[src/hdl/omc_pkg.sv]
// Package: constants and types for the operating-mode controller
package omc_pkg;

    // Operating modes, code = {mode_select_high, mode_select_low}
    typedef enum logic [1:0] {
        OMC_MODE_NORMAL = 2'b00,
        OMC_MODE_WAKE   = 2'b01,
        OMC_MODE_CONFIG = 2'b10,
        OMC_MODE_SLEEP  = 2'b11
    } omc_mode_e;

    // Controller states
    typedef enum logic [1:0] {
        OMC_ST_RUN    = 2'b00,
        OMC_ST_SETTLE = 2'b01,
        OMC_ST_REAPPLY = 2'b10
    } omc_state_e;

    localparam int unsigned CLK_FREQ_HZ      = 10_000_000;
    localparam int unsigned SWITCH_TIME_US   = 1000;
    // Longest switching time rounds down
    localparam int unsigned SWITCH_CYCLES    = (CLK_FREQ_HZ / 1_000_000) * SWITCH_TIME_US;
    localparam int unsigned SWITCH_CNT_W     = 14;
    localparam int unsigned REAPPLY_CYCLES   = 64;
    localparam int unsigned REAPPLY_CNT_W    = 7;

    localparam omc_mode_e   MODE_RESET       = OMC_MODE_NORMAL;
    localparam logic [1:0]  SYNC_RESET       = 2'h0;

endpackage

[src/hdl/omc_ctrl.sv]
// Operating-mode controller: select decode, deferred switching, busy and path gating
`timescale 1ns/1ns
module omc_ctrl
(
    input  wire logic                ref_clk_i,
    input  wire logic                reset_n_i,
    input  wire logic                clk_en_i,
    input  wire logic                mode_select_low_i,
    input  wire logic                mode_select_high_i,
    input  wire logic                tx_pending_i,
    input  wire logic                rx_out_pending_i,
    input  wire logic                serial_in_active_i,
    output logic                     busy_n_o,
    output omc_pkg::omc_mode_e       mode_o,
    output logic                     tx_enable_o,
    output logic                     rx_enable_o,
    output logic                     wake_preamble_o,
    output logic                     cfg_access_o,
    output logic                     reapply_o
);
    import omc_pkg::*;

    // =========================================================
    // Select synchronisation
    // =========================================================
    logic [1:0] sel_sync;

    omc_sync2 #(
        .WIDTH (2)
    ) u_sync (
        .ref_clk_i (ref_clk_i),
        .reset_n_i (reset_n_i),
        .clk_en_i  (clk_en_i),
        .async_i   ({mode_select_high_i, mode_select_low_i}),
        .sync_o    (sel_sync)
    );

    function automatic omc_mode_e decode_mode(input logic [1:0] sel);
        decode_mode = omc_mode_e'(sel);
    endfunction

    // =========================================================
    // Mode state machine
    // =========================================================
    omc_state_e              state_q;
    omc_state_e              state_d;
    omc_mode_e               mode_q;
    omc_mode_e               mode_d;
    omc_mode_e               target_q;
    omc_mode_e               target_d;
    logic [SWITCH_CNT_W-1:0] cnt_q;
    logic [SWITCH_CNT_W-1:0] cnt_d;
    logic                    busy_n_q;
    logic                    busy_n_d;
    logic                    tx_en_q;
    logic                    tx_en_d;
    logic                    rx_en_q;
    logic                    rx_en_d;
    logic                    pre_q;
    logic                    pre_d;
    logic                    cfg_q;
    logic                    cfg_d;
    logic                    reapply_q;
    logic                    reapply_d;
    logic                    work_busy;
    omc_mode_e               sel_mode;

    // Serial streaming counts as pending work so the new mode waits for it
    assign work_busy = tx_pending_i || rx_out_pending_i || serial_in_active_i;
    assign sel_mode  = decode_mode(sel_sync);

    always_comb begin
        state_d   = state_q;
        mode_d    = mode_q;
        target_d  = target_q;
        cnt_d     = cnt_q;
        unique case (state_q)
            OMC_ST_RUN: begin
                // A change seen while busy stays pending: the compare repeats every cycle
                if (sel_mode != mode_q && !work_busy) begin
                    target_d = sel_mode;
                    cnt_d    = '0;
                    state_d  = OMC_ST_SETTLE;
                end
            end
            OMC_ST_SETTLE: begin
                if (work_busy) begin
                    state_d = OMC_ST_RUN;
                end else if (cnt_q == SWITCH_CNT_W'(SWITCH_CYCLES - 1)) begin
                    mode_d = target_q;
                    if (mode_q == OMC_MODE_SLEEP && target_q != OMC_MODE_SLEEP) begin
                        cnt_d   = '0;
                        state_d = OMC_ST_REAPPLY;
                    end else begin
                        state_d = OMC_ST_RUN;
                    end
                end else begin
                    cnt_d = cnt_q + 1'b1;
                end
            end
            OMC_ST_REAPPLY: begin
                if (cnt_q == SWITCH_CNT_W'(REAPPLY_CYCLES - 1)) begin
                    state_d = OMC_ST_RUN;
                end else begin
                    cnt_d = cnt_q + 1'b1;
                end
            end
            default: begin
                state_d = OMC_ST_RUN;
            end
        endcase
        if (!clk_en_i) begin
            state_d   = state_q;
            mode_d    = mode_q;
            target_d  = target_q;
            cnt_d     = cnt_q;
        end
    end

    // =========================================================
    // Output decode, registered
    // =========================================================
    always_comb begin
        busy_n_d = !(work_busy || state_d == OMC_ST_REAPPLY);
        // Same source as busy so the two edges of the re-apply window line up
        reapply_d = (state_d == OMC_ST_REAPPLY);
        tx_en_d  = (mode_d == OMC_MODE_NORMAL) || (mode_d == OMC_MODE_WAKE);
        rx_en_d  = (mode_d == OMC_MODE_NORMAL) || (mode_d == OMC_MODE_WAKE);
        pre_d    = (mode_d == OMC_MODE_WAKE);
        cfg_d    = (mode_d == OMC_MODE_CONFIG);
        if (state_d == OMC_ST_REAPPLY) begin
            tx_en_d = 1'b0;
            rx_en_d = 1'b0;
        end
        if (!clk_en_i) begin
            busy_n_d = busy_n_q;
            tx_en_d  = tx_en_q;
            rx_en_d  = rx_en_q;
            pre_d    = pre_q;
            cfg_d    = cfg_q;
            reapply_d = reapply_q;
        end
    end

    always_ff @(posedge ref_clk_i or negedge reset_n_i) begin
        if (!reset_n_i) begin
            state_q   <= OMC_ST_RUN;
            mode_q    <= MODE_RESET;
            target_q  <= MODE_RESET;
            cnt_q     <= '0;
            busy_n_q  <= 1'b0;
            tx_en_q   <= 1'b0;
            rx_en_q   <= 1'b0;
            pre_q     <= 1'b0;
            cfg_q     <= 1'b0;
            reapply_q <= 1'b0;
        end else begin
            state_q   <= state_d;
            mode_q    <= mode_d;
            target_q  <= target_d;
            cnt_q     <= cnt_d;
            busy_n_q  <= busy_n_d;
            tx_en_q   <= tx_en_d;
            rx_en_q   <= rx_en_d;
            pre_q     <= pre_d;
            cfg_q     <= cfg_d;
            reapply_q <= reapply_d;
        end
    end

    assign busy_n_o        = busy_n_q;
    assign mode_o          = mode_q;
    assign tx_enable_o     = tx_en_q;
    assign rx_enable_o     = rx_en_q;
    assign wake_preamble_o = pre_q;
    assign cfg_access_o    = cfg_q;
    assign reapply_o       = reapply_q;
endmodule

[src/hdl/omc_sync2.sv]
// Two-flop synchroniser for the mode-select pins
`timescale 1ns/1ns
module omc_sync2 #(
    parameter int unsigned WIDTH = 2
) (
    input  wire logic             ref_clk_i,
    input  wire logic             reset_n_i,
    input  wire logic             clk_en_i,
    input  wire logic [WIDTH-1:0] async_i,
    output logic      [WIDTH-1:0] sync_o
);
    logic [WIDTH-1:0] meta_q;
    logic [WIDTH-1:0] meta_d;
    logic [WIDTH-1:0] sync_q;
    logic [WIDTH-1:0] sync_d;

    always_comb begin
        meta_d = clk_en_i ? async_i : meta_q;
        sync_d = clk_en_i ? meta_q  : sync_q;
    end

    always_ff @(posedge ref_clk_i or negedge reset_n_i) begin
        if (!reset_n_i) begin
            meta_q <= '0;
            sync_q <= '0;
        end else begin
            meta_q <= meta_d;
            sync_q <= sync_d;
        end
    end

    assign sync_o = sync_q;
endmodule

[config.mk]
export PLATFORM = sky130hd
export DESIGN_NAME = omc_ctrl
export DESIGN_NICKNAME = d
export VERILOG_FILES = /design/src/hdl/omc_pkg.sv /design/src/hdl/omc_ctrl.sv /design/src/hdl/omc_sync2.sv
export SDC_FILE = /design/constraint.sdc
export NUM_CORES = 1
export LEC_CHECK = 0
export BUFFER_PORTS_ARGS = -buffer_cell sky130_fd_sc_hd__buf_4
export CORE_UTILIZATION = 60
export DETAILED_ROUTE_END_ITERATION = 10
export GPL_ROUTABILITY_DRIVEN = 1
export MAX_ROUTING_LAYER = met4
export PLACE_DENSITY = 0.81
export SYNTH_ARGS = -nofsm -noshare
export SYNTH_HDL_FRONTEND = slang
export SYNTH_SLANG_ARGS = --single-unit
[constraint.sdc]
create_clock -name ref_clk_i -period 5.9 [get_ports ref_clk_i]
set_input_delay 0.59 -clock ref_clk_i [delete_from_list [all_inputs] [get_ports ref_clk_i]]
set_output_delay 0.59 -clock ref_clk_i [all_outputs]
set_load 0.01 [all_outputs]
==> impl_metrics.ini, run 1 <==
[run_status]
status = completed

[synth]
synth_top_area_frac = 0.4500
async_flop_share = 1.000
yosys_warnings = 0
ys_top_cells_by_area = dfrtp_1, mux2_2, o21ai_1, ha_1, o31ai_2
seq_area_frac_synth = 0.4500
ys_top_cells_by_count = dfrtp_1, o21ai_1, nor2_1
netlist_instances = 166
synth_area_leader_cell = dfrtp_1
synth_most_common_cell = dfrtp_1
syn_nets = 179
synth_cell_types = 41
synth_edf_count = 0
synth.ff_latch_count = 29
avgSynthCellArea_um2 = 9.716
yosys_most_used_dff = dfrtp_1
synthesis.area_um2 = 1613

[placed_design]
dp_slack_ns = 3.038
io_buffer_count = 15
post-dp-hpwl_mm = 2.356
gp_congestion = 0.8487

[sta]
maxSlewHeadroom = 0.6448
min_period_ns = 2.535
fin_crit_sh = 0.4297
maxSlewViolCount = 0
fmax_mhz = 394.4
setup_ws_ns = 3.365
hold_viol_final = 0
setup_violations = 0
rsz0062_at_grt = no
whs_ns = 0.1577
fin_tns_setup_ns = 0
clock_skew_ns = 0.01800
tightestPinTransition_ns = 0.5328

[cts]
clkLatencyLatePin_ns = 0.34
cts_tree = built
cts_root_buffer = clkbuf_4
clock-sinks = 29
holdBufCountCts = 0
cts.htree.levels = 2
post_cts_resized = 0
clk_pin_slew_ns = 0.10
clock_path_buffers = 2
cts_buffers = 5
cts_setup_buffers = 0

[grt]
grt_overflow = 0
grt_max_degree = 30
track_usage = 0.2641
grt_first_pass_wirelength_mm = 5.168
grt_pass1_vias = 1177
antenna_found_initial = 0

[power_and_ir_drop]
switching_share = 0.3154
power_frac_comb = 0.227
power_density_nw_per_um2 = 272.6
switching_power_uw = 155.0
ir_drop_mv = 0.2358
seqPwrFrac = 0.493
leakage_uw = 0.0008087
cell_internal_pwr_uw = 336.4
clkPwrFrac = 0.281

[floorplanning]
ioPinCount = 16
core_um2 = 2500
dieArea_um2 = 2899
die_y_um = 53.85
fp-row-count = 18
start_util = 0.6451
dieWidth_um = 53.85

[final_layout]
seq_area_um2 = 725.7
num-fill-cells = 191
syn_to_final_growth_pct = 11.79
final_nets = 196
diodes = 0
multi_input_area_um2 = 823.3
drive_above_1_share = 0.1957

[flow_run]
timing.max_cap.violations = 0

[worst_setup_path]
end_kind = flip-flop
slowest_delay_ns = 0.51
ff2ff_path_depth = 7
reg2reg_to = cnt_q[5]$_DFFE_PN0P_
crit_slowest_cell = a211o_1
crit_type = reg -> reg
r2r-start = cnt_q[0]$_DFFE_PN0P_
crit_path_start_kind = flip-flop
cp_max_fo = 17
path_cells = ha_1 -> and4b_1 -> nand4_1 -> nor2_1 -> a211o_1 -> or2_4 -> o41ai_1
cp-endpoint = cnt_q[5]$_DFFE_PN0P_
crit_path_start = cnt_q[0]$_DFFE_PN0P_
critPathRequiredTime_ns = 6.12
cp.arrival_ns = 2.75
r2r_slack_ns = 3.36

[detailed_routing]
drc = 0
vias_per_cell = 6.075
vias = 1300
drt-initial-drc-count = 43
ant_nets = 0
finalWirelength_mm = 3.314
first_pass_iters = 4
wire_per_inst_um = 15.49

[worst_hold_path]
hold_path.class = in -> async
[critical path: cells and delay by family, from the launching register on]
family	cells	cell delay, ns
adders and majority gates	1	0.26
DFF	1	0.43
and+or+nand+nor	4	0.89
AOI/OAI and AO/OA	2	0.85
[worst min-delay path by stage]
stage                                 end  slack [ns]  cells past startpoint
global route         state_q[0]$_DFF_PN0_        0.19                      1
detailed placement  reapply_o$_DFFE_PN0P_        0.48                      1
CTS                  state_q[0]$_DFF_PN0_        0.16                      1
finish               state_q[0]$_DFF_PN0_        0.16                      1
global placement    reapply_o$_DFFE_PN0P_        0.47                      1
floorplan            busy_n_o$_DFFE_PN0P_        0.29                      0
[final cells by class]
| type | count | area share |
|---|---|---|
| timing repair buffer | 15 | 0.06246 |
| tap | 30 | 0.02082 |
| sequential | 29 | 0.4025 |
| inverter | 9 | 0.01874 |
| clock inverter | 1 | 0.002776 |
| clock buffer | 7 | 0.03609 |
| multi-input combinational | 123 | 0.4566 |
[through the flow]
stage	util	cell area, um2	power (uW)	cells
6_report	0.7212	1803	491.4	214
5_1_grt	0.7212	1803	515.2	214
4_1_cts	0.7212	1803	493.5	214
3_5_place_dp	0.6932	1733	356.6	206
3_3_place_gp	0.6932	1733	348.7	206
2_1_floorplan	-	1613	325.8	166
[power by group through the flow]
stage               clock network, uW  logic [uW]  registers (uW)
CTS                               141         111             242
global route                      146         123             246
global placement                    0         105             244
finish                            138         111             242
floorplan                           0        85.7             240
detailed placement                  0         111             246
[cells by family (layout without fill, tap and decap cells)]
logic type                 Yosys count  in the layout  share of synthesized area
buffers and inverters               14             32                    0.03956
DFF                                 29             29                     0.4500
and+or+nand+nor                     63             63                     0.2056
AOI/OAI and AO/OA                   45             45                     0.2002
muxes                                8              8                    0.05508
adders and majority gates            5              5                    0.03879
xor gates and xnor gates             2              2                    0.01086
[state kept, by name, indices dropped and copies added, names as in the netlist]
| register | cells |
|---|---|
| cfg_access_o | 1 |
| cnt_q | 14 |
| u_sync.meta_q | 2 |
| state_q | 2 |
| busy_n_o | 1 |
| u_sync.sync_o | 2 |
| target_q | 2 |
| mode_o | 2 |
| wake_preamble_o | 1 |
| reapply_o | 1 |
| rx_enable_o | 1 |
[per-layer routing]
layer	track usage	wire length, um	vias to the layer above
met3	0.06780	124	6
li1	-	-	645
met1	0.3321	1554	627
met4	0.1053	53	0
met2	0.4033	1582	22
met5	-	0	-
[cells in the final DEF, fill, tap and decap left out, types with 3 or more instances in the layout]
master,netlist,routed
o21a_1,3,3
nand2b_1,4,4
dfrtp_1,29,29
o21ai_1,15,15
o31ai_1,4,4
and2_1,5,5
and3_1,3,3
inv_1,9,9
nor3_1,8,8
buf_4,1,15
ha_1,5,5
nand3_1,5,5
nor2_1,13,13
o31ai_2,4,4
nor2b_1,5,5
nand2_1,11,11
mux2_2,7,7
clkbuf_4,0,5
o41ai_1,3,3
o21ai_0,4,4
Power figures use the tool's default switching activity.
==> run 2: changes to the inputs <==
--- a/config.mk
+++ b/config.mk
@@ -6,11 +6,11 @@
 export NUM_CORES = 1
 export LEC_CHECK = 0
 export BUFFER_PORTS_ARGS = -buffer_cell sky130_fd_sc_hd__buf_4
-export CORE_UTILIZATION = 60
+export CORE_UTILIZATION = 58
 export DETAILED_ROUTE_END_ITERATION = 10
 export GPL_ROUTABILITY_DRIVEN = 1
 export MAX_ROUTING_LAYER = met4
-export PLACE_DENSITY = 0.81
+export PLACE_DENSITY = 0.78
 export SYNTH_ARGS = -nofsm -noshare
 export SYNTH_HDL_FRONTEND = slang
 export SYNTH_SLANG_ARGS = --single-unit
==> constraint.sdc (replaced) <==
create_clock -name ref_clk_i -period 2.45 [get_ports ref_clk_i]
set_input_delay 0.245 -clock ref_clk_i [delete_from_list [all_inputs] [get_ports ref_clk_i]]
set_output_delay 0.245 -clock ref_clk_i [all_outputs]
set_load 0.01 [all_outputs]
==> run 2 against run 1 <==
Compared with the run above:
- maximum frequency is 11% higher
- via count grew 2.7%
- clock power grew 110%
- die area rose by 3.3%
- count of clock-buffer cells in the layout decreased by 2
- total power increased by 130%
- sequential power is 140% higher
- core utilization shrank 0.88 points
- sequential cell count is the same
- critical path depth stayed put
- non-clock buffer count rose by 2
- clock skew decreased by 0.0026 ns
- critical path type unchanged
- highest routed layer unchanged
==> impl_metrics.ini, run 2 (synthesized netlist as in run 1, its figures left out) <==
[run_status]
status = completed

[sta]
hold_viol_final = 0
maxSlewHeadroom = 0.6391
tightestPinTransition_ns = 0.5372
fin_crit_sh = 0.9301
rsz0062_at_grt = no
setup_violations = 0
clock_skew_ns = 0.01542
fmax_mhz = 438.8
min_period_ns = 2.279
maxSlewViolCount = 0
fin_tns_setup_ns = 0

[power_and_ir_drop]
ir_drop_mv = 0.4823
finalPower_uw = 1150
power_density_nw_per_um2 = 634.4
leakage_uw = 0.0008126

[detailed_routing]
vias_per_cell = 6.181
drc = 0
ant_nets = 0
drt-initial-drc-count = 47
wire_per_inst_um = 15.33
finalWirelength_mm = 3.312
vias = 1335
first_pass_iters = 4

[final_layout]
largest_reg_flops = 14
seq_area_um2 = 725.7
layout.cells.most_common_list = dfrtp_1, buf_4, o21ai_1, nor2_1, nand2_1
multi_input_area_um2 = 830.8
diodes = 0
largest-register = cnt_q
drive_above_1_share = 0.2043
num-fill-cells = 189
layout_commonest_cell = dfrtp_1
syn_to_final_growth_pct = 12.41
layout.cells.non_filler = 216
final_nets = 198

[cts]
clkLatencyLatePin_ns = 0.34
cts_buffers = 5
clk_pin_slew_ns = 0.10
clock-sinks = 29
cts.htree.levels = 2
cts_root_buffer = clkbuf_4
clock_path_buffers = 2
cts_tree = built

[worst_setup_path]
slowest_delay_ns = 0.44
path_cells = ha_1 -> and4b_1 -> nand4_1 -> nor2_1 -> a211o_1 -> or2_4 -> o41ai_2
end_kind = flip-flop
cp_max_fo = 12
crit_type = reg -> reg
critPathRequiredTime_ns = 2.69
crit_path_start_kind = flip-flop
crit_slowest_cell = dfrtp_1
cp.arrival_ns = 2.52
r2r_slack_ns = 0.17

[floorplanning]
die_y_um = 54.73
ioPinCount = 16
dieWidth_um = 54.73
fp-row-count = 18
start_util = 0.6337
dieArea_um2 = 2995
core_um2 = 2545

[flow_run]
timing.max_cap.violations = 0

[worst_hold_path]
hold_path.class = in -> reg

[placed_design]
gp_congestion = 0.8816
io_buffer_count = 15
place_inst = 207
post-dp-hpwl_mm = 2.448

[grt]
grt_first_pass_wirelength_mm = 5.050
track_usage = 0.2574
grt_overflow = 0
grt_max_degree = 30
grt_pass1_vias = 1155
antenna_found_initial = 0
==> run 2: cell count changes in the layout (fill, tap and decap cells not counted), sizes merged <==
| cell | previous run | this run |
|---|---|---|
| clkbuf | 7 | 5 |
| dlygate4sd3 | 0 | 1 |
| clkinv | 1 | 2 |
| buf | 15 | 16 |
| clkinvlp | 0 | 1 |
==> run 2: area by class of cell <==
| type | count | area share |
|---|---|---|
| Timing Repair Buffer | 17 | 0.07177 |
| Sequential cell | 29 | 0.4003 |
| Tap cell | 30 | 0.02070 |
| Multi-Input combinational cell | 123 | 0.4582 |
| Clock buffer | 5 | 0.02070 |
| Clock inverter | 3 | 0.009662 |
| Inverter | 9 | 0.01863 |
==> run 2: path summary, 6_finish.rpt <==
check                                         start                           end  depth (start not counted)
min reg2reg                cfg_access_o$_DFFE_PN0P_      cfg_access_o$_DFFE_PN0P_                          2
max                            cnt_q[0]$_DFFE_PN0P_          cnt_q[5]$_DFFE_PN0P_                          7
max in group asynchronous                 reset_n_i         cnt_q[13]$_DFFE_PN0P_                          2
max reg2reg                    cnt_q[0]$_DFFE_PN0P_          cnt_q[5]$_DFFE_PN0P_                          7
min in group asynchronous                 reset_n_i         reapply_o$_DFFE_PN0P_                          2
min                               mode_select_low_i  u_sync.meta_q[0]$_DFFE_PN0P_                          2
==> run 2: critical path: cells and delay by family (launching register included) <==
family | cells | cell delay (ns)
adders and majority gates | 1 | 0.27
AOI/OAI and AO/OA | 2 | 0.69
DFF | 1 | 0.44
and+or+nand+nor | 4 | 0.80
==> run 2: metrics by stage <==
stage	instance area [um2]	worst slack [ns]	utilization	hold WS (ns)
finish	1813	0.1712	0.7124	0.1411
global route	1813	0.01135	0.7124	0.1281
CTS	1805	0.1234	0.7094	0.1315
detailed placement	1740	0.1177	0.6839	0.1837
global placement	1740	0.2612	0.6839	0.1755
floorplan	1613	0.4145	-	-0.05059
==> run 2: power by group <==
group	switching (uW)	internal, uW
sequential	55.7	530
combinational	158	123
clock	176	108
total	390	761
==> run 2: routing by layer <==
metal | up-vias | track usage | share of wire
met5 | - | - | 0
met2 | 44 | 0.3695 | 0.47
met1 | 637 | 0.3292 | 0.45
met3 | 7 | 0.05833 | 0.062
met4 | 0 | 0.1496 | 0.015
li1 | 647 | - | -
==> run 2: repair_timing <==
| action | in CTS | in global routing |
|---|---|---|
| resized for setup | 0 | 1 |
| hold buffers | 1 | 0 |
| setup endpoints to repair | 0 | 1 |
| buffers inserted | 0 | 0 |
| endpoints found under the hold margin | 29 | 0 |
